==> src/ppr_pkg.sv <==
// Constants and types shared by the pump run permit supervisor
`default_nettype none

package ppr_pkg;

  // ---------------------------------------------------------------
  // Clock and time base
  // ---------------------------------------------------------------
  localparam int CLK_HZ      = 50_000_000;   // System clock rate
  localparam int TICK_SEC    = 1;            // Time base step, seconds
  localparam int TICK_CYCLES = CLK_HZ * TICK_SEC;
  localparam int PRE_W       = 26;           // Prescaler width
  localparam int SEC_W       = 12;           // Seconds counter width
  localparam int SEC_PER_MIN = 60;

  // ---------------------------------------------------------------
  // Delay figures in minutes, and derived second counts
  // ---------------------------------------------------------------
  localparam int DLY_REMOTE_MIN = 1;   // Remote contact default
  localparam int DLY_PROBE_MIN  = 3;   // Water probe default
  localparam int DLY_SW3_MIN    = 10;  // Lengthened by switch 3
  localparam int DLY_SW4_MIN    = 30;  // Lengthened by switch 4
  localparam int OC_HOLD_MIN    = 3;   // Over-current hold off

  localparam logic [SEC_W-1:0] DLY_REMOTE_SEC =
    SEC_W'(DLY_REMOTE_MIN * SEC_PER_MIN);
  localparam logic [SEC_W-1:0] DLY_PROBE_SEC =
    SEC_W'(DLY_PROBE_MIN * SEC_PER_MIN);
  localparam logic [SEC_W-1:0] DLY_SW3_SEC =
    SEC_W'(DLY_SW3_MIN * SEC_PER_MIN);
  localparam logic [SEC_W-1:0] DLY_SW4_SEC =
    SEC_W'(DLY_SW4_MIN * SEC_PER_MIN);
  localparam logic [SEC_W-1:0] OC_HOLD_SEC =
    SEC_W'(OC_HOLD_MIN * SEC_PER_MIN);

  // Screen step interval and low-power start grace, in seconds
  localparam logic [3:0] SCREEN_STEP_SEC = 4'h3;
  localparam logic [3:0] LP_GRACE_SEC    = 4'h5;

  // ---------------------------------------------------------------
  // Configuration switch bit positions (switch n is bit n-1)
  // ---------------------------------------------------------------
  localparam int SW_REMOTE_POL = 0;
  localparam int SW_PROBE_POL  = 1;
  localparam int SW_DLY_10     = 2;
  localparam int SW_DLY_30     = 3;
  localparam int SW_FREEZE     = 6;

  localparam int ADC_W = 12;           // Power and trim input width

  // ---------------------------------------------------------------
  // Display screens and status messages
  // ---------------------------------------------------------------
  localparam logic [2:0] SCR_STARTUP = 3'h0;  // Identification screen
  localparam logic [2:0] SCR_FIRST   = 3'h1;  // Status screen
  localparam logic [2:0] SCR_LAST    = 3'h5;  // Power screen

  localparam logic [1:0] MSG_NONE     = 2'h0;
  localparam logic [1:0] MSG_OVER_CUR = 2'h1;
  localparam logic [1:0] MSG_LOW_PWR  = 2'h2;
  localparam logic [1:0] MSG_EXT_STOP = 2'h3;

  // Permit states, Gray coded along stop, delay, run, hold
  typedef enum logic [1:0] {
    ST_STOPPED = 2'h0,
    ST_DELAY   = 2'h1,
    ST_RUN     = 2'h3,
    ST_OC_HOLD = 2'h2
  } ppr_state_t;

endpackage : ppr_pkg

`default_nettype wire

==> src/ppr_hold_timer.sv <==
// Seconds down-counter with its own prescaler, used for timed holds
`timescale 1ns/10ps
`default_nettype none

module ppr_hold_timer #(
  parameter int TICK_CYCLES = ppr_pkg::TICK_CYCLES
) (
  input  wire logic                      i_clk,
  input  wire logic                      i_rst_n,
  input  wire logic                      i_load,
  input  wire logic [ppr_pkg::SEC_W-1:0] i_load_sec,
  output logic                           o_busy
);
  import ppr_pkg::*;

  localparam logic [PRE_W-1:0] PRE_LAST = PRE_W'(TICK_CYCLES - 1);

  logic [PRE_W-1:0] pre_reg;
  logic [SEC_W-1:0] sec_reg;

  // Load restarts a whole second; otherwise count down to zero
  always_ff @(posedge i_clk or negedge i_rst_n) begin
    if (!i_rst_n) begin
      pre_reg <= '0;
      sec_reg <= '0;
    end else if (i_load) begin
      pre_reg <= '0;
      sec_reg <= i_load_sec;
    end else if (sec_reg != '0) begin
      if (pre_reg == PRE_LAST) begin
        pre_reg <= '0;
        sec_reg <= sec_reg - SEC_W'(1);
      end else begin
        pre_reg <= pre_reg + PRE_W'(1);
      end
    end
  end

  assign o_busy = (sec_reg != '0);

endmodule : ppr_hold_timer

`default_nettype wire

==> src/ppr_run_permit.sv <==
// Pump run permit supervisor: stop inputs, timers, faults and display
//
// Summary of operation
// - Switch 1 off: closed remote contact stops; on: closed contact runs.
// - Switch 2 off: probe path to ground stops; on: path required.
// - One restart timer serves remote and probe; remote default one minute.
// - Switch 3 on lengthens the restart delay to ten minutes.
// - Switch 4 on lengthens the restart delay to thirty minutes.
// - Switch 7 off: screens step at a fixed interval.
// - Switch 7 on: screen stops on whichever was current.
// - Over-current stops motor, holds off three minutes, then retries.
// - Over-current shutdown lights error indicator and selects its message.
// - Over-current after retry repeats the three-minute hold without limit.
// - Probe stop holds until path opens (closes with switch 2 on) and restart delay expires.
// - Probe default delay is three minutes; switches 3 or 4 override.
// - Output power below the low-power set point stops the pump.
// - Set-point adjust at minimum gives lowest set point, cutoff disabled.
// - Output power ceiling comes from the speed-control adjust input.
// - Low-power stop latches; cleared by run switch off then on.
// - Switch 7 on at power-up shows only startup screen until off.
`timescale 1ns/10ps
`default_nettype none

module ppr_run_permit #(
  parameter int TICK_CYCLES = ppr_pkg::TICK_CYCLES
) (
  input  wire logic                      I_CLK,
  input  wire logic                      I_NRST,
  input  wire logic [7:0]                I_CONFIG_SW,
  input  wire logic                      I_REMOTE_CLOSED,
  input  wire logic                      I_PROBE_CLOSED,
  input  wire logic                      I_OVER_CURRENT,
  input  wire logic                      I_RUN_SWITCH,
  input  wire logic [ppr_pkg::ADC_W-1:0] I_OUTPUT_POWER,
  input  wire logic [ppr_pkg::ADC_W-1:0] I_CUTOFF_SETPOINT_ADJUST,
  input  wire logic [ppr_pkg::ADC_W-1:0] I_SPEED_ADJUST,
  output logic                           O_MOTOR_RUN,
  output logic [ppr_pkg::ADC_W-1:0]      O_POWER_LIMIT,
  output logic                           O_ERROR_LED,
  output logic                           O_EXT_STOP_LED,
  output logic                           O_LOW_POWER_LED,
  output logic [2:0]                     O_SCREEN,
  output logic [1:0]                     O_STATUS_MSG
);
  import ppr_pkg::*;

  localparam logic [PRE_W-1:0] PRE_LAST = PRE_W'(TICK_CYCLES - 1);

  // ---------------------------------------------------------------
  // Reset release
  // ---------------------------------------------------------------
  logic rst_meta_reg;
  logic rst_sync_reg;

  // Assert at once, release after two clean edges
  always_ff @(posedge I_CLK or negedge I_NRST) begin
    if (!I_NRST) begin
      rst_meta_reg <= 1'b0;
      rst_sync_reg <= 1'b0;
    end else begin
      rst_meta_reg <= 1'b1;
      rst_sync_reg <= rst_meta_reg;
    end
  end

  logic rst_n;
  assign rst_n = rst_sync_reg;

  // ---------------------------------------------------------------
  // Shared one-second time base for display and start grace
  // ---------------------------------------------------------------
  logic [PRE_W-1:0] tick_pre_reg;
  logic             tick;

  always_ff @(posedge I_CLK or negedge rst_n) begin
    if (!rst_n) begin
      tick_pre_reg <= '0;
    end else if (tick_pre_reg == PRE_LAST) begin
      tick_pre_reg <= '0;
    end else begin
      tick_pre_reg <= tick_pre_reg + PRE_W'(1);
    end
  end

  assign tick = (tick_pre_reg == PRE_LAST);

  // ---------------------------------------------------------------
  // External stop conditions
  // ---------------------------------------------------------------
  logic remote_stop;
  logic probe_stop;
  logic ext_stop;

  // Switch 5, 6 and 8 are deliberately not decoded
  assign remote_stop = I_CONFIG_SW[SW_REMOTE_POL] ? !I_REMOTE_CLOSED
                                                  : I_REMOTE_CLOSED;
  assign probe_stop  = I_CONFIG_SW[SW_PROBE_POL] ? !I_PROBE_CLOSED
                                                 : I_PROBE_CLOSED;
  assign ext_stop    = remote_stop | probe_stop;

  // Remember that a stop was seen, and whether the probe caused it
  logic ext_seen_reg;
  logic probe_seen_reg;
  ppr_state_t state_reg;
  ppr_state_t state_next;

  always_ff @(posedge I_CLK or negedge rst_n) begin
    if (!rst_n) begin
      ext_seen_reg   <= 1'b0;
      probe_seen_reg <= 1'b0;
    end else if (ext_stop) begin
      ext_seen_reg   <= 1'b1;
      probe_seen_reg <= probe_stop | (probe_seen_reg & remote_stop);
    end else if (state_next == ST_RUN) begin
      ext_seen_reg   <= 1'b0;
      probe_seen_reg <= 1'b0;
    end
  end

  // Restart delay: longest selection wins over the source default
  logic [SEC_W-1:0] restart_sec;

  always_comb begin
    if (I_CONFIG_SW[SW_DLY_30]) begin
      restart_sec = DLY_SW4_SEC;
    end else if (I_CONFIG_SW[SW_DLY_10]) begin
      restart_sec = DLY_SW3_SEC;
    end else if (probe_seen_reg) begin
      restart_sec = DLY_PROBE_SEC;
    end else begin
      restart_sec = DLY_REMOTE_SEC;
    end
  end

  // ---------------------------------------------------------------
  // Low-power cutoff with start grace and latched fault
  // ---------------------------------------------------------------
  logic             run_sw_d_reg;
  logic             run_sw_rise;
  logic [3:0]       grace_reg;
  logic             lp_trip;
  logic             lp_fault_reg;
  logic [ADC_W-1:0] lp_setpoint;

  // Trim at its minimum gives set point zero: nothing is below it
  assign lp_setpoint = I_CUTOFF_SETPOINT_ADJUST;
  assign run_sw_rise = I_RUN_SWITCH & !run_sw_d_reg;

  always_ff @(posedge I_CLK or negedge rst_n) begin
    if (!rst_n) begin
      run_sw_d_reg <= 1'b0;
    end else begin
      run_sw_d_reg <= I_RUN_SWITCH;
    end
  end

  // Seconds of running; power is judged only after the grace
  always_ff @(posedge I_CLK or negedge rst_n) begin
    if (!rst_n) begin
      grace_reg <= '0;
    end else if (state_reg != ST_RUN) begin
      grace_reg <= '0;
    end else if (tick && grace_reg != LP_GRACE_SEC) begin
      grace_reg <= grace_reg + 4'h1;
    end
  end

  assign lp_trip = (state_reg == ST_RUN) && (grace_reg == LP_GRACE_SEC)
                   && (I_OUTPUT_POWER < lp_setpoint);

  // Trip wins over a simultaneous run switch reset
  always_ff @(posedge I_CLK or negedge rst_n) begin
    if (!rst_n) begin
      lp_fault_reg <= 1'b0;
    end else if (lp_trip) begin
      lp_fault_reg <= 1'b1;
    end else if (run_sw_rise) begin
      lp_fault_reg <= 1'b0;
    end
  end

  // ---------------------------------------------------------------
  // Run permit state machine and its shared hold timer
  // ---------------------------------------------------------------
  logic             timer_load;
  logic [SEC_W-1:0] timer_sec;
  logic             timer_busy;
  logic             permit;

  assign permit = I_RUN_SWITCH & !ext_stop & !lp_fault_reg;

  always_comb begin
    state_next = state_reg;
    timer_load = 1'b0;
    timer_sec  = restart_sec;
    unique case (state_reg)
      ST_STOPPED: begin
        if (permit && ext_seen_reg) begin
          state_next = ST_DELAY;
          timer_load = 1'b1;
        end else if (permit) begin
          state_next = ST_RUN;
        end
      end
      ST_DELAY: begin
        if (!permit) begin
          state_next = ST_STOPPED;
        end else if (!timer_busy) begin
          state_next = ST_RUN;
        end
      end
      ST_RUN: begin
        if (!permit || lp_trip) begin
          state_next = ST_STOPPED;
        end else if (I_OVER_CURRENT) begin
          state_next = ST_OC_HOLD;
          timer_load = 1'b1;
          timer_sec  = OC_HOLD_SEC;
        end
      end
      ST_OC_HOLD: begin
        if (!permit) begin
          state_next = ST_STOPPED;
        end else if (!timer_busy) begin
          state_next = ST_RUN;
        end
      end
    endcase
  end

  always_ff @(posedge I_CLK or negedge rst_n) begin
    if (!rst_n) begin
      state_reg <= ST_STOPPED;
    end else begin
      state_reg <= state_next;
    end
  end

  ppr_hold_timer #(
    .TICK_CYCLES (TICK_CYCLES)
  ) u_hold_timer (
    .i_clk      (I_CLK),
    .i_rst_n    (rst_n),
    .i_load     (timer_load),
    .i_load_sec (timer_sec),
    .o_busy     (timer_busy)
  );

  // ---------------------------------------------------------------
  // Display screen stepping, freeze and startup lock
  // ---------------------------------------------------------------
  logic       first_reg;
  logic       boot_lock_reg;
  logic [3:0] step_reg;
  logic [2:0] screen_reg;
  logic       freeze;

  assign freeze = I_CONFIG_SW[SW_FREEZE];

  // Switch 7 is caught on the first edge after reset release
  always_ff @(posedge I_CLK or negedge rst_n) begin
    if (!rst_n) begin
      first_reg     <= 1'b1;
      boot_lock_reg <= 1'b0;
    end else if (first_reg) begin
      first_reg     <= 1'b0;
      boot_lock_reg <= freeze;
    end else if (!freeze) begin
      boot_lock_reg <= 1'b0;
    end
  end

  // Step seconds counter and screen index
  always_ff @(posedge I_CLK or negedge rst_n) begin
    if (!rst_n) begin
      step_reg   <= '0;
      screen_reg <= SCR_STARTUP;
    end else if (first_reg || boot_lock_reg) begin
      step_reg   <= '0;
      screen_reg <= SCR_STARTUP;
    end else if (freeze) begin
      step_reg   <= '0;
    end else if (tick) begin
      if (step_reg == SCREEN_STEP_SEC - 4'h1) begin
        step_reg   <= '0;
        screen_reg <= (screen_reg >= SCR_LAST) ? SCR_FIRST
                                               : screen_reg + 3'h1;
      end else begin
        step_reg <= step_reg + 4'h1;
      end
    end
  end

  // ---------------------------------------------------------------
  // Registered outputs
  // ---------------------------------------------------------------
  logic [1:0] msg_next;

  always_comb begin
    if (state_reg == ST_OC_HOLD) begin
      msg_next = MSG_OVER_CUR;
    end else if (lp_fault_reg) begin
      msg_next = MSG_LOW_PWR;
    end else if (ext_stop) begin
      msg_next = MSG_EXT_STOP;
    end else begin
      msg_next = MSG_NONE;
    end
  end

  always_ff @(posedge I_CLK or negedge rst_n) begin
    if (!rst_n) begin
      O_MOTOR_RUN     <= 1'b0;
      O_POWER_LIMIT   <= '0;
      O_ERROR_LED     <= 1'b0;
      O_EXT_STOP_LED  <= 1'b0;
      O_LOW_POWER_LED <= 1'b0;
      O_SCREEN        <= SCR_STARTUP;
      O_STATUS_MSG    <= MSG_NONE;
    end else begin
      O_MOTOR_RUN     <= (state_reg == ST_RUN);
      O_POWER_LIMIT   <= I_SPEED_ADJUST;
      O_ERROR_LED     <= (state_reg == ST_OC_HOLD);
      O_EXT_STOP_LED  <= ext_stop;
      O_LOW_POWER_LED <= lp_fault_reg;
      O_SCREEN        <= screen_reg;
      O_STATUS_MSG    <= msg_next;
    end
  end

endmodule : ppr_run_permit

`default_nettype wire

==> config.mk <==
export PLATFORM = sky130hd
export DESIGN_NAME = ppr_run_permit
export DESIGN_NICKNAME = d
export VERILOG_FILES = /design/src/ppr_pkg.sv /design/src/ppr_hold_timer.sv /design/src/ppr_run_permit.sv
export SDC_FILE = /design/constraint.sdc
export NUM_CORES = 1
export LEC_CHECK = 0
export ABC_AREA = 1
export BUFFER_PORTS_ARGS = -buffer_cell sky130_fd_sc_hd__clkbuf_2
export CAP_MARGIN = 20
export CORE_MARGIN = 2
export CORE_UTILIZATION = 55
export CTS_CLUSTER_DIAMETER = 80
export CTS_CLUSTER_SIZE = 10
export DETAILED_ROUTE_END_ITERATION = 10
export MAX_ROUTING_LAYER = met4
export PLACE_DENSITY = 0.78
export SYNTH_ARGS = -nofsm -noshare
export SYNTH_HDL_FRONTEND = slang
export SYNTH_SLANG_ARGS = --single-unit
export TNS_END_PERCENT = 50
==> constraint.sdc <==
create_clock -name I_CLK -period 3.6 [get_ports I_CLK]
set_input_delay 0.18 -clock I_CLK [delete_from_list [all_inputs] [get_ports I_CLK]]
set_output_delay 0.18 -clock I_CLK [all_outputs]
set_load 0.005 [all_outputs]
Yosys cells after proc, flatten, opt, wreduce, memory -nomap -nowiden. Index checks and enable logic that the tools add are counted.

Flip-flop bits (word level): 106. Logic and storage cells: 120.

Reductions and logical operators: 25. Bitwise logic cells: 6. Add/subtract/negate cells: 6. Magnitude comparators: 2. Mux-type cells: 47. Eq/ne operators: 12.

Operators by type and width (count): 2-to-1 mux 26 bit (4); 2-to-1 mux 12 bit (6); adder 26 x 1 -> 26 bit, second input constant (2); == test 26 bit, second input constant (2); 2-to-1 mux 4 bit (6); 2-to-1 mux 2 bit (9); 2-to-1 mux 3 bit (5); nonzero test 2 bit (7); < comparator 12 bit (1); 2-to-1 mux 1 bit (12); nonzero test 12 bit (1); subtractor 12 x 1 -> 12 bit, second input constant (1); 2-to-1 mux 11 bit (1); 2-to-1 mux 10 bit (1); adder 4 x 1 -> 4 bit, second input constant (2); 2-to-1 mux 8 bit (1); == test 2 bit, second input constant (3); zero test 1 bit (6); case mux 2 bit (3 select lines) (1); AND 1 bit (4); == test 4 x 2 -> 1 bit, second input constant (1); == test 4 x 3 -> 1 bit, second input constant (1); logical AND 1 bit (4); != test 2 x 1 -> 1 bit, second input constant (2); 13 further kinds (15).

Depth between registers and ports, before layout.
Word-level depth: 13. Mapped depth: 16. Depth with buffers taken out: 16.

Hierarchy. From an unflattened synthesis, not the netlist that was laid out.

Cells, all modules: 850. Area total of the unflattened synthesis: 6382.4 µm².

By module, submodules not included: ppr_run_permit (times used 1, area each 3664.8 µm², cells an instance 434, sequential area each 1702.9 µm²); ppr_hold_timer (times used 1, area each 2717.6 µm², cells an instance 416, sequential area each 950.9 µm²).

Worst setup path after synthesis. OpenSTA, ideal clock, no wires.

Path kind: register to register. From: register u_hold_timer.pre_reg[1]. To: register u_hold_timer.sec_reg[3]. Arrival: 1716 ps. Path slack: 1767 ps. Period minus slack after synthesis: 1833 ps. Stages on the path, launching flop included: 10. Setup time: 117 ps. Required time: 3483 ps. Path through: dfrtp_1 > ha_1 > nand3_1 > nor4_1 > nand2_1 > o21ai_4 > inv_4 > buf_6 > nand2_1 > nand2_1.

Cells in the longest elaborated chain, start to end: 3.

RTL lines: start: declaration (line ppr_hold_timer.sv:18) `logic [PRE_W-1:0] pre_reg;`; start signal: assignment (line ppr_hold_timer.sv:34) `pre_reg <= pre_reg + PRE_W'(1);`; == test 26 bit (line ppr_hold_timer.sv:30) `if (pre_reg == PRE_LAST) begin`; nonzero test 2 bit (no source line); AND reduction 2 bit (no source line); end signal: assignment (line ppr_hold_timer.sv:28) `sec_reg <= i_load_sec;`; end signal: assignment (line ppr_hold_timer.sv:32) `sec_reg <= sec_reg - SEC_W'(1);`; end: declaration (line ppr_hold_timer.sv:19) `logic [SEC_W-1:0] sec_reg;`.

No other way between the ends. A chain may end at the register's enable or synchronous reset.

Worst setup path after layout.
From: register state_reg[1]. To: register u_hold_timer.pre_reg[11].

Cells in the longest elaborated chain, start to end: 7.

RTL lines: start: declaration (line ppr_run_permit.sv:104) `ppr_state_t state_reg;`; start signal: assignment (line ppr_run_permit.sv:235) `state_reg <= state_next;`; == test 2 bit (line ppr_run_permit.sv:168, ppr_run_permit.sv:196); logical AND 1 bit (line ppr_run_permit.sv:168) `assign lp_trip = (state_reg == ST_RUN) && (grace_reg == LP_GRACE_SEC)`; logical AND 1 bit (line ppr_run_permit.sv:169) `&& (I_OUTPUT_POWER < lp_setpoint);`; logical OR 1 bit (line ppr_run_permit.sv:213) `if (!permit || lp_trip) begin`; 2-to-1 mux 1 bit (line ppr_run_permit.sv:213); case mux 1 bit (2 select lines) (*) (line ppr_run_permit.sv:196) `unique case (state_reg)`; 2-to-1 mux 26 bit / nonzero test 2 bit (equally long branches).

Mark *: on every way between the ends. The rest lies on a longest branch, timed or not.

==> metrics <==
total power 3.066 mW; CP max-delay cell dfrtp_1; drt initial violations 353; relative slew slack 46.52%; Setup Total Neg Slack 0 ns; Synth top area share 43.99%; utilization after layout 63.37%; die height 108.2 µm; fin area 6779 µm²; worst min path class in -> async; die area 11710 µm²; Max clock buf depth 2; Static Leak 3.494 nW; Setup CP Type reg -> reg; Final period util 73.29%; ant diodes 0; Die X 108.2 µm; DR WL/cell 13.37 µm; dpl hpwl 9952 µm; crit path time final 2.638 ns; Layout area overhead 13.49%; PwrDens 452.2 nW/µm²; vias in the first global route 5348; cell count after synthesis 772; clock transition at the registers of the reported paths 0.11 ns; RSZ-0062 raised after global routing no; largest net degree at the start of global routing 58; number of remaining DRC errors 0; gpl congestion 0.9274; Crit path required time 3.91 ns; via count 5364; post-synthesis cell type count 42; Syn. warnings 0; fmax 379.0 MHz; I/O pin total 71; Mapped Area 5973 µm²; CTS tree done; Max FO, Critical Path 33; post-route ant nets 0; Worst-Skew Late Latency 0.39 ns; worst slew pin tran 0.7949 ns; placement-stage cell area 6451 µm²; most frequent CP cell nand2_1; initial antenna violation count 0; total global-route track usage 26.07%; CP Capture Type register; Max Cap Viol 0; Overflow after GRT 0; CP Capture Point u_hold_timer.pre_reg[11]; Starting Density 55.84%; cells taking the most area after synthesis dfrtp_1, nand2_1, inv_1; drt pass-1 iters 5; Post-Syn Nets 846; RR Startpoint state_reg[1]; Final Slew Violations 0; Synth area leader dfrtp_1; sequential area share after synthesis 44.43%; Setup Viol. Count Final 0; Final WS setup 0.9617 ns; Critical Path AT 2.94 ns; Finished Layout Cells 1004; top cells by count, synth nand2_1, inv_1, dfrtp_1; Crit. Startpoint state_reg[1]; Post-synth EDFFs 0; Critical Path Source Type register; core area 10700 µm²; Crit path depth 13; row cnt 38; Main synth FF type dfrtp_1; Worst path top cell family by delay simple AND/OR/NAND/NOR gates; Hold Violations, Final 0; Post-CTS Setup Inserts 0; port bufs 67; Peak VDD IR 371.0 µV; share of layout cells above drive strength 1 12.04%; flop2flop setup slack 0.96 ns; placed cell count 973; Worst Path Buf+Inv 1; H-tree levels 3; Layout Skew 0.01765 ns; most common cell in the netlist nand2_1; Synth async-reset ratio 100.0%; CP peak stage delay 0.46 ns; vias per cell 5.343; worst-case hold slack 0.09243 ns; syn avg cell area 7.737 µm²; first-pass GRT wire length 23580 µm; Setup WS pre-CTS 1.020 ns; status complete, no violations; CTS Root Cell clkbuf_8; nets 933; CTS sink count 106; R2R Path End u_hold_timer.pre_reg[11]; critical-path cell list ha_1 -> nand2_1 -> nor2_1 -> nand3_1 -> nor2_1 -> nand2_1 -> nand3_2 -> nand2_2 -> nand2_4 -> nand2_2 -> inv_2 -> nand2_1 -> o31ai_1; Post-Route WL 13430 µm; Num CTS Buffers 9; Worst Reg-to-Reg Cells 13; Synth Register Bits 106
## cell type report
cell class,instances,area (µm²)
Inverter,117,441.7
Timing Repair Buffer,85,508.0
Sequential cell,106,2658
Fill cell,941,3919
Multi-Input combinational cell,540,2819
Clock inverter,6,50.05
Tap cell,140,175.2
Clock buffer,10,127.6
## where the power goes
part | internal, mW | switching [mW]
logic | 0.324 | 0.538
registers | 1.35 | 0.163
clock network | 0.259 | 0.432
## logic make-up (layout without fill, tap and decap cells)
logic type | Yosys count | after routing | synth area share [%]
AOI/OAI and AO/OA | 63 | 63 | 5.886
xor gates and xnor gates | 38 | 38 | 5.572
adders and majority gates | 24 | 24 | 5.027
buffers and inverters | 126 | 218 | 8.379
DFF | 106 | 106 | 44.43
muxes | 1 | 1 | 0.1676
other | 2 | 2 | 0.1257
and+or+nand+nor | 412 | 412 | 30.42
## worst min path at each step
| stage | to | cells after the start | slack (ns) | from |
|---|---|---|---|---|
| floorplan | rst_meta_reg | 0 | -0.12 | I_NRST |
| global placement | rst_meta_reg | 1 | -0.03 | I_NRST |
| finish | rst_n | 2 | 0.09 | I_NRST |
| global route | rst_n | 2 | 0.08 | I_NRST |
| detailed placement | rst_meta_reg | 1 | -0.03 | I_NRST |
| CTS | rst_n | 2 | 0.07 | I_NRST |
## layer usage
metal | part of all wire, % | GRT usage (%) | up-vias
met2 | 49 | 42.90 | 165
met4 | 1.8 | 10.81 | 0
met5 | 0 | - | -
met3 | 4.8 | 3.617 | 19
li1 | - | - | 2645
met1 | 44 | 32.52 | 2535
## cells in the final DEF (no fill, tap or decap), types with 2 or more instances in the layout
| master | count |
|---|---|
| a21oi_1 | 22 |
| dlygate4sd3_1 | 15 |
| xnor2_1 | 10 |
| nand3_1 | 66 |
| nand2_2 | 4 |
| nor4_1 | 12 |
| inv_2 | 2 |
| nand2_1 | 178 |
| o21ai_0 | 31 |
| nand4_1 | 24 |
| nand3_2 | 2 |
| clkinv_4 | 2 |
| conb_1 | 2 |
| clkbuf_2 | 67 |
| nor2_1 | 96 |
| xor2_1 | 28 |
| ha_1 | 24 |
| nor3_1 | 21 |
| inv_1 | 114 |
| buf_4 | 3 |
| inv_6 | 2 |
| dfrtp_1 | 104 |
| clkbuf_8 | 9 |
| o31ai_1 | 2 |
| clkinvlp_4 | 2 |
## repair_timing
item	in CTS	in global routing
endpoints found under the hold margin	16	0
gates resized for setup	0	0
hold buffers	15	0
Note: power is estimated with default switching activity, not from simulation.
